==> src/fcs_consts.svh <==
// constants of the flash command state machine: codes, patterns and timing
`ifndef FCS_CONSTS_SVH
`define FCS_CONSTS_SVH

// ----------------------------------------------------------------------
// command codes on the data bus
// ----------------------------------------------------------------------
`define FCS_CODE_RESET      8'hf0
`define FCS_CODE_UNLOCK1    8'haa
`define FCS_CODE_UNLOCK2    8'h55
`define FCS_CODE_PROGRAM    8'ha0
`define FCS_CODE_SETUP      8'h80
`define FCS_CODE_CHIP       8'h10
`define FCS_CODE_SECTOR     8'h30
`define FCS_CODE_SUSPEND    8'hb0
`define FCS_CODE_RESUME     8'h30

// ----------------------------------------------------------------------
// address patterns, checked on address bits 11..0 only
// ----------------------------------------------------------------------
`define FCS_ADDR_PAT1       12'h555
`define FCS_ADDR_PAT2       12'h2aa

// ----------------------------------------------------------------------
// timing: times in ns, clock period 25 ns at 40 MHz
// ----------------------------------------------------------------------
`define FCS_CLK_NS          25
`define FCS_PROG_PULSE_NS   10000
`define FCS_ERASE_PULSE_NS  10000000
`define FCS_SUSPEND_MAX_NS  20000
`define FCS_SECT_TMO_NS     50000
// least times round up, the longest time rounds down
`define FCS_PROG_PULSE_CYC  ((`FCS_PROG_PULSE_NS + `FCS_CLK_NS - 1) / `FCS_CLK_NS)
`define FCS_SUSPEND_CYC     (`FCS_SUSPEND_MAX_NS / `FCS_CLK_NS)
`define FCS_SECT_TMO_CYC    ((`FCS_SECT_TMO_NS + `FCS_CLK_NS - 1) / `FCS_CLK_NS)
`define FCS_ERASE_PULSE_CYC (`FCS_ERASE_PULSE_NS / `FCS_CLK_NS)

// ----------------------------------------------------------------------
// pulse attempt limits before the timeout flag is raised
// ----------------------------------------------------------------------
`define FCS_PROG_MAX_TRIES  10'd25
`define FCS_ERASE_MAX_TRIES 10'd1000

`endif

==> src/fcs_pkg.sv <==
// types of the flash command state machine
package fcs_pkg;

    typedef enum logic [3:0] {
        FCS_READ     = 4'b0000,
        FCS_UNL1     = 4'b0001,
        FCS_UNL2     = 4'b0010,
        FCS_PSETUP   = 4'b0011,
        FCS_ESETUP   = 4'b0100,
        FCS_EUNL1    = 4'b0101,
        FCS_EUNL2    = 4'b0110,
        FCS_SECT_TMO = 4'b0111,
        FCS_PREPROG  = 4'b1000,
        FCS_ERASE    = 4'b1001,
        FCS_PROG     = 4'b1010,
        FCS_SUSP_WT  = 4'b1011,
        FCS_SUSP     = 4'b1100,
        FCS_FAIL     = 4'b1101
    } fcs_state_t;

    typedef struct packed {
        fcs_state_t  st;
        fcs_state_t  sav;
        logic        susp;
        logic        chip;
        logic        fprog;
        logic        tmo;
        logic        tog;
        logic        stog;
        logic        pulse;
        logic [18:0] cnt;
        logic [9:0]  tries;
        logic [18:0] pa;
        logic [7:0]  pd;
        logic [10:0] sect;
        logic [7:0]  rd_data;
        logic        rd_valid;
        logic        drv_prog;
        logic        drv_zero;
        logic        drv_erase;
        logic        drv_verify;
    } fcs_regs_t;

endpackage

==> src/fcs_flash_cmd.sv <==
// command state machine of the embedded flash array
`timescale 1ns/10ps
`include "fcs_consts.svh"

module fcs_flash_cmd #(
    parameter int ERASE_PULSE_CYC = `FCS_ERASE_PULSE_CYC
) (
    input  wire logic        clk_sys,
    input  wire logic        rst,
    input  wire logic        cpu_wr,
    input  wire logic        cpu_rd,
    input  wire logic [18:0] cpu_addr,
    input  wire logic [7:0]  cpu_wdata,
    input  wire logic [7:0]  arr_rdata,
    input  wire logic        arr_verify_ok,
    output logic      [7:0]  rd_data_q,
    output logic             rd_valid_q,
    output logic      [18:0] arr_addr_q,
    output logic      [7:0]  arr_wdata_q,
    output logic      [10:0] arr_sect_q,
    output logic             arr_prog_q,
    output logic             arr_zero_q,
    output logic             arr_erase_q,
    output logic             arr_verify_q,
    output logic             erase_suspended_q,
    output logic             timeout_flag_bit_q
);

    // ------------------------------------------------------------------
    // sector decode from address bits 18..13
    // ------------------------------------------------------------------
    function automatic logic [10:0] sect_bit(input logic [18:0] a);
        logic [3:0] idx;
        idx = 4'h0;
        if (a[18:16] != 3'h0) begin
            idx = 4'h3 + {1'b0, a[18:16]};
        end else if (a[15]) begin
            idx = 4'h3;
        end else if (a[14]) begin
            idx = 4'h1 + {3'h0, a[13]};
        end
        return 11'h001 << idx;
    endfunction

    fcs_pkg::fcs_regs_t q;
    fcs_pkg::fcs_regs_t d;

    logic             a_pat1;
    logic             a_pat2;
    logic             hit;
    logic             prog_busy;
    logic             erase_busy;
    logic             run;
    fcs_pkg::fcs_state_t idle_st;
    logic [18:0]      pulse_len;
    logic [9:0]       try_lim;

    // ------------------------------------------------------------------
    // status decode helpers
    // ------------------------------------------------------------------
    assign a_pat1     = (cpu_addr[11:0] == `FCS_ADDR_PAT1);
    assign a_pat2     = (cpu_addr[11:0] == `FCS_ADDR_PAT2);
    assign hit        = |(q.sect & sect_bit(cpu_addr));
    assign prog_busy  = (q.st == fcs_pkg::FCS_PROG) || (q.st == fcs_pkg::FCS_FAIL && q.fprog);
    assign erase_busy = (q.st == fcs_pkg::FCS_SECT_TMO) || (q.st == fcs_pkg::FCS_PREPROG)
                     || (q.st == fcs_pkg::FCS_ERASE) || (q.st == fcs_pkg::FCS_SUSP_WT)
                     || (q.st == fcs_pkg::FCS_FAIL && !q.fprog);
    // a broken or aborted sequence falls back to the mode it came from
    assign idle_st    = q.susp ? fcs_pkg::FCS_SUSP : fcs_pkg::FCS_READ;
    assign pulse_len  = (q.st == fcs_pkg::FCS_ERASE) ? 19'(ERASE_PULSE_CYC)
                                                      : 19'(`FCS_PROG_PULSE_CYC);
    assign try_lim    = (q.st == fcs_pkg::FCS_ERASE) ? `FCS_ERASE_MAX_TRIES
                                                      : `FCS_PROG_MAX_TRIES;

    // ------------------------------------------------------------------
    // next-state logic
    // ------------------------------------------------------------------
    always_comb begin
        d          = q;
        run        = 1'b0;
        d.rd_valid = 1'b0;

        // read path: status while busy or on a selected sector while suspended, else array data
        if (cpu_rd) begin
            d.rd_valid = 1'b1;
            if (prog_busy) begin
                d.rd_data = {~q.pd[7], q.tog, q.tmo, 2'b00, q.stog, 2'b00};
                d.tog     = ~q.tog;
            end else if (erase_busy) begin
                d.rd_data = {1'b0, q.tog, q.tmo, 1'b0, (q.st != fcs_pkg::FCS_SECT_TMO),
                             q.stog, 2'b00};
                d.tog     = ~q.tog;
                if (hit) begin
                    d.stog = ~q.stog;
                end
            end else if (q.susp && hit) begin
                d.rd_data = {1'b1, q.tog, 3'b000, q.stog, 2'b00};
                d.stog    = ~q.stog;
            end else begin
                d.rd_data = arr_rdata;
            end
        end

        // command decode per state
        case (q.st)
            fcs_pkg::FCS_READ, fcs_pkg::FCS_SUSP: begin
                if (cpu_wr) begin
                    if (cpu_wdata == `FCS_CODE_UNLOCK1 && a_pat1) begin
                        d.st = fcs_pkg::FCS_UNL1;
                    end else if (q.susp && cpu_wdata == `FCS_CODE_RESUME) begin
                        d.st    = q.sav;
                        d.susp  = 1'b0;
                        d.pulse = 1'b1;
                        d.cnt   = (q.sav == fcs_pkg::FCS_ERASE) ? 19'(ERASE_PULSE_CYC)
                                                                : 19'(`FCS_PROG_PULSE_CYC);
                    end
                end
            end
            fcs_pkg::FCS_UNL1: begin
                if (cpu_wr) begin
                    d.st = (cpu_wdata == `FCS_CODE_UNLOCK2 && a_pat2)
                         ? fcs_pkg::FCS_UNL2 : idle_st;
                end
            end
            fcs_pkg::FCS_UNL2: begin
                if (cpu_wr) begin
                    if (a_pat1 && cpu_wdata == `FCS_CODE_PROGRAM) begin
                        d.st = fcs_pkg::FCS_PSETUP;
                    end else if (a_pat1 && cpu_wdata == `FCS_CODE_SETUP && !q.susp) begin
                        d.st = fcs_pkg::FCS_ESETUP;
                    end else begin
                        d.st = idle_st;
                    end
                end
            end
            fcs_pkg::FCS_PSETUP: begin
                if (cpu_wr) begin
                    if (cpu_wdata == `FCS_CODE_RESET) begin
                        d.st = idle_st;
                    end else begin
                        // cells only move toward 0, so merge with the stored byte
                        d.pa    = cpu_addr;
                        d.pd    = cpu_wdata & arr_rdata;
                        d.st    = fcs_pkg::FCS_PROG;
                        d.pulse = 1'b1;
                        d.cnt   = 19'(`FCS_PROG_PULSE_CYC);
                        d.tries = 10'h000;
                        d.tmo   = 1'b0;
                        d.fprog = 1'b1;
                    end
                end
            end
            fcs_pkg::FCS_ESETUP: begin
                if (cpu_wr) begin
                    d.st = (cpu_wdata == `FCS_CODE_UNLOCK1 && a_pat1)
                         ? fcs_pkg::FCS_EUNL1 : fcs_pkg::FCS_READ;
                end
            end
            fcs_pkg::FCS_EUNL1: begin
                if (cpu_wr) begin
                    d.st = (cpu_wdata == `FCS_CODE_UNLOCK2 && a_pat2)
                         ? fcs_pkg::FCS_EUNL2 : fcs_pkg::FCS_READ;
                end
            end
            fcs_pkg::FCS_EUNL2: begin
                if (cpu_wr) begin
                    d.tries = 10'h000;
                    d.tmo   = 1'b0;
                    d.fprog = 1'b0;
                    if (a_pat1 && cpu_wdata == `FCS_CODE_CHIP) begin
                        d.st    = fcs_pkg::FCS_PREPROG;
                        d.chip  = 1'b1;
                        d.sect  = 11'h7ff;
                        d.pulse = 1'b1;
                        d.cnt   = 19'(`FCS_PROG_PULSE_CYC);
                    end else if (cpu_wdata == `FCS_CODE_SECTOR) begin
                        d.st   = fcs_pkg::FCS_SECT_TMO;
                        d.chip = 1'b0;
                        d.sect = sect_bit(cpu_addr);
                        d.cnt  = 19'(`FCS_SECT_TMO_CYC);
                    end else begin
                        d.st = fcs_pkg::FCS_READ;
                    end
                end
            end
            fcs_pkg::FCS_SECT_TMO: begin
                // further sector codes extend the selection and restart the window
                if (cpu_wr && cpu_wdata == `FCS_CODE_SECTOR) begin
                    d.sect = q.sect | sect_bit(cpu_addr);
                    d.cnt  = 19'(`FCS_SECT_TMO_CYC);
                end else if (cpu_wr && cpu_wdata == `FCS_CODE_SUSPEND) begin
                    d.st   = fcs_pkg::FCS_SUSP;
                    d.susp = 1'b1;
                    d.sav  = fcs_pkg::FCS_PREPROG;
                end else if (cpu_wr && cpu_wdata == `FCS_CODE_RESET) begin
                    d.st   = fcs_pkg::FCS_READ;
                    d.sect = 11'h000;
                end else if (q.cnt == 19'h00000) begin
                    d.st    = fcs_pkg::FCS_PREPROG;
                    d.pulse = 1'b1;
                    d.cnt   = 19'(`FCS_PROG_PULSE_CYC);
                end else begin
                    d.cnt = q.cnt - 19'h00001;
                end
            end
            fcs_pkg::FCS_PREPROG, fcs_pkg::FCS_ERASE: begin
                if (cpu_wr && cpu_wdata == `FCS_CODE_SUSPEND && !q.chip) begin
                    d.st  = fcs_pkg::FCS_SUSP_WT;
                    d.sav = q.st;
                    d.cnt = 19'(`FCS_SUSPEND_CYC - 1);
                end else begin
                    run = 1'b1;
                end
            end
            fcs_pkg::FCS_PROG: begin
                run = 1'b1;
            end
            fcs_pkg::FCS_SUSP_WT: begin
                if (q.cnt == 19'h00000) begin
                    d.st   = fcs_pkg::FCS_SUSP;
                    d.susp = 1'b1;
                end else begin
                    d.cnt = q.cnt - 19'h00001;
                end
            end
            fcs_pkg::FCS_FAIL: begin
                if (cpu_wr && cpu_wdata == `FCS_CODE_RESET) begin
                    d.st  = idle_st;
                    d.tmo = 1'b0;
                    d.pa  = 19'h00000;
                    if (!q.susp) begin
                        d.sect = 11'h000;
                    end
                end
            end
            default: begin
                d.st = fcs_pkg::FCS_READ;
            end
        endcase

        // self-timed pulse, verify and retry loop
        if (run) begin
            if (q.pulse) begin
                if (q.cnt == 19'h00000) begin
                    d.pulse = 1'b0;
                end else begin
                    d.cnt = q.cnt - 19'h00001;
                end
            end else if (arr_verify_ok) begin
                if (q.st == fcs_pkg::FCS_PROG) begin
                    d.st = idle_st;
                    d.pa = 19'h00000;
                end else if (q.st == fcs_pkg::FCS_PREPROG) begin
                    d.st    = fcs_pkg::FCS_ERASE;
                    d.tries = 10'h000;
                    d.pulse = 1'b1;
                    d.cnt   = 19'(ERASE_PULSE_CYC);
                end else begin
                    d.st   = fcs_pkg::FCS_READ;
                    d.sect = 11'h000;
                    d.chip = 1'b0;
                end
            end else if (q.tries == try_lim) begin
                d.st  = fcs_pkg::FCS_FAIL;
                d.tmo = 1'b1;
            end else begin
                d.tries = q.tries + 10'h001;
                d.pulse = 1'b1;
                d.cnt   = pulse_len;
            end
        end

        // array strobes registered from the next state
        d.drv_prog   = (d.st == fcs_pkg::FCS_PROG) && d.pulse;
        d.drv_zero   = (d.st == fcs_pkg::FCS_PREPROG) && d.pulse;
        d.drv_erase  = (d.st == fcs_pkg::FCS_ERASE) && d.pulse;
        d.drv_verify = ((d.st == fcs_pkg::FCS_PROG) || (d.st == fcs_pkg::FCS_PREPROG)
                     || (d.st == fcs_pkg::FCS_ERASE)) && !d.pulse;
    end

    // ------------------------------------------------------------------
    // state register; reset aborts any pulse in the same edge
    // ------------------------------------------------------------------
    always_ff @(posedge clk_sys) begin
        if (rst) begin
            q <= '0;
        end else begin
            q <= d;
        end
    end

    // outputs straight from the state register
    assign rd_data_q          = q.rd_data;
    assign rd_valid_q         = q.rd_valid;
    assign arr_addr_q         = q.pa;
    assign arr_wdata_q        = q.pd;
    assign arr_sect_q         = q.sect;
    assign arr_prog_q         = q.drv_prog;
    assign arr_zero_q         = q.drv_zero;
    assign arr_erase_q        = q.drv_erase;
    assign arr_verify_q       = q.drv_verify;
    assign erase_suspended_q  = q.susp;
    assign timeout_flag_bit_q = q.tmo;

endmodule // fcs_flash_cmd

==> config.mk <==
export PLATFORM = sky130hd
export DESIGN_NAME = fcs_flash_cmd
export DESIGN_NICKNAME = d
export VERILOG_FILES = /design/src/fcs_pkg.sv /design/src/fcs_flash_cmd.sv
export VERILOG_INCLUDE_DIRS = /design/src
export SDC_FILE = /design/constraint.sdc
export NUM_CORES = 1
export LEC_CHECK = 0
export ABC_AREA = 1
export CORE_ASPECT_RATIO = 0.7
export CORE_UTILIZATION = 66
export DETAILED_ROUTE_END_ITERATION = 10
export DONT_BUFFER_PORTS = 1
export HOLD_SLACK_MARGIN = 0.05
export MAX_ROUTING_LAYER = met4
export PLACE_DENSITY = 0.94
export SYNTH_ARGS = -nofsm -noshare
export SYNTH_HDL_FRONTEND = slang
export SYNTH_SLANG_ARGS = --single-unit
==> constraint.sdc <==
create_clock -name clk_sys -period 3.6 [get_ports clk_sys]
set_input_delay 0.36 -clock clk_sys [delete_from_list [all_inputs] [get_ports clk_sys]]
set_output_delay 0.36 -clock clk_sys [all_outputs]
set_load 0.03 [all_outputs]
==> results_dict.tcl <==
set metrics [dict create \
    rr_startpoint "q[71]" \
    yosys.area.top_type "dfxtp_1" \
    post_cts_buffers 0 \
    ant_nets 0 \
    yosys.cell_types.count 48 \
    post_dp_cell_area_sq_mm 0.00652 \
    critPathRequiredTime_ns 3.90 \
    cts_hold_buffers 0 \
    dr.pass1.iters 7 \
    root_buffer "clkbuf_16" \
    worstHoldStart "rst" \
    cts_buffers 9 \
    core-area_sq_mm 0.00987 \
    routed_via_density 6.27 \
    fmax_ghz 0.361 \
    path_clk_slew_ns 0.07 \
    first_iter_violations 1018 \
    clock-sinks 95 \
    path_class "reg2reg" \
    finish.utilization_pct 69.3 \
    vias 7339 \
    ys_ff_latch 95 \
    yosysWarningCount 0 \
    cts_tree "yes" \
    syn_avg_cell_area_sq_um 6.21 \
    relSlewSlack_pct 33.9 \
    antenna_found_initial 0 \
    n_antenna_cell 0 \
    ys_top_cells_by_count "267 x nand2_1, 137 x nor2_1, 113 x inv_1, 97 x nand3_1, 95 x dfxtp_1" \
    synth_edf_count 0 \
    power.total_uw 4300 \
    startpoint "q[71]" \
    setup.worst_path.end_class "flip-flop" \
    wl_mm 20.3 \
    fin_nets 1085 \
    rows 30 \
    r2r_end "arr_prog_q" \
    r2r_slack_ns 0.83 \
    grt_pass1_wl_mm 32.5 \
    final.min_clock_period_ns 2.77 \
    fin_area_sq_mm 0.00684 \
    async_reset_ff_share_pct 0 \
    cellLeakagePower_uw 0.00301 \
    dieArea_sq_mm 0.0107 \
    drc 0 \
    grt_pass1_vias 6666 \
    yosysMostFrequentCell "nand2_1" \
    synthTopCellsByArea "dfxtp_1 28%, nand2_1 15%, nor2_1 7.5%" \
    final_cells 1171 \
    outcome "finished clean" \
    synth_ff_type "dfxtp_1" \
    post_drt_wl_per_cell_um 17.4 \
    r2r_cells 13 \
    worstHoldPathType "in2reg" \
    maxCapViolCount 0 \
    startpoint_type "flip-flop" \
    power_density_mw_per_mm2 628 \
    synth.cell_area_sq_mm 0.00681 \
    fp.dieH_um 87.0 \
    htree_num_levels 3 \
    portBuffers 0 \
    ir_drop_mv 0.392 \
    arrival_ns 3.07 \
    track_usage_pct 40.2 \
    finalSetupViolCount 0 \
    syn2layout_area_growth_pct 0.331 \
    rsz0062_at_grt "no" \
    finalHoldViolCount 0 \
    die_w_um 123 \
    final.period_utilization_pct 77.0 \
    clock_latency_ns 0.36 \
    cts_max_path_buffers 2 \
    dpl.hpwl_mm 15.2 \
    worst_pin_slew_ns 0.991 \
    ys_seq_area_share_pct 27.9 \
    holdPathStages 1 \
    start_util_pct 69.0 \
    num-fill-cells 880 \
    holdPathEnd "arr_wdata_q[2]" \
    place_congestion 1.03 \
    netlist_instances 1098 \
    tns_ns 0 \
    skew_ns 0.0100 \
    grt_overflow_total 0 \
    drv_slew 0 \
    grt_max_degree 51 \
    critical_path.max_fanout 12 \
    dpl.cell_count 1156 \
    synth_nets 1144 \
    yosysTopAreaCellShare_pct 27.9 \
    drive_above_1_share_pct 7.57 \
    cts.repair.resized 0 \
    io_pins 93 \
]
==> metrics by stage <==
step,worst slack [ns],hold WS [ns]
2_1_floorplan,1.61,0.423
3_3_place_gp,1.03,0.434
3_5_place_dp,1.01,0.436
4_1_cts,1.01,0.0681
5_1_grt,0.616,0.0642
6_report,0.827,0.0710
==> cells in the final DEF (no fill, tap or decap), types with 12 or more instances in the layout <==
| cell type | n |
|---|---|
| inv_2 | 21 |
| inv_1 | 113 |
| a21oi_1 | 76 |
| nand2_1 | 267 |
| nor2_1 | 137 |
| nand4_1 | 26 |
| o21ai_0 | 54 |
| nor3_1 | 15 |
| dfxtp_1 | 95 |
| nand3_1 | 97 |
| xor2_1 | 12 |
==> sequential cells by signal (all words and copies together), names as in the netlist <==
name / flops
q: 42
rd_data_q: 8
arr_prog_q: 1
rd_valid_q: 1
arr_sect_q: 11
arr_addr_q: 19
timeout_flag_bit_q: 1
arr_wdata_q: 8
arr_verify_q: 1
arr_zero_q: 1
arr_erase_q: 1
erase_suspended_q: 1
==> routing by layer <==
metal	GRT usage (%)	wire length, um
met2	55.7	8250
met5	-	0
met4	12.5	427
met3	13.5	3320
met1	54.6	8340
==> where the power goes <==
part           internal [uW]  switching [uW]  total, uW
logic                    559            1380       1940
clock network            606             425       1030
registers               1150             176       1330
==> area by class of cell <==
class | count | area, sq um | area share (%)
Inverter | 137 | 519 | 7.60
Clock buffer | 10 | 229 | 3.35
Sequential cell | 95 | 1900 | 27.8
Timing Repair Buffer | 1 | 7.51 | 0.110
Tap cell | 128 | 160 | 2.34
Clock inverter | 5 | 83.8 | 1.23
Multi-Input combinational cell | 795 | 3940 | 57.6
==> critical path, cell delays in order, from the launching register on <==
cell     delay [ns]
dfxtp_1        0.37
nor2_1         0.23
nand2_1        0.11
nor2_1         0.21
nand3_1        0.48
nand2_1        0.46
nand2_1        0.09
nor2_1         0.12
nand3_1        0.08
nor2_1         0.11
nand3_1        0.11
nand2_1        0.14
nand4_1        0.11
nor2_1         0.09
==> kinds of logic (layout without fill, tap and decap cells) <==
| logic type | after synthesis | in the layout | share of synthesized area, % |
|---|---|---|---|
| fa+ha+maj | 6 | 6 | 1.10 |
| compound gates | 189 | 189 | 16.1 |
| buf+inv | 208 | 153 | 14.3 |
| xor+xnor | 14 | 14 | 1.80 |
| flops | 95 | 95 | 27.9 |
| simple gates | 586 | 586 | 38.8 |
==> how the worst max path moves through the flow <==
stage	endpoint	slack, ns	depth (start not counted)
final	arr_prog_q	0.83	13
after detailed placement	arr_sect_q[10]	1.01	8
after floorplan	rd_data_q[2]	1.61	17
after CTS	arr_prog_q	1.01	13
after global placement	arr_sect_q[10]	1.03	8
after global routing	arr_prog_q	0.62	13
Note: power is estimated with default switching activity, not from simulation.
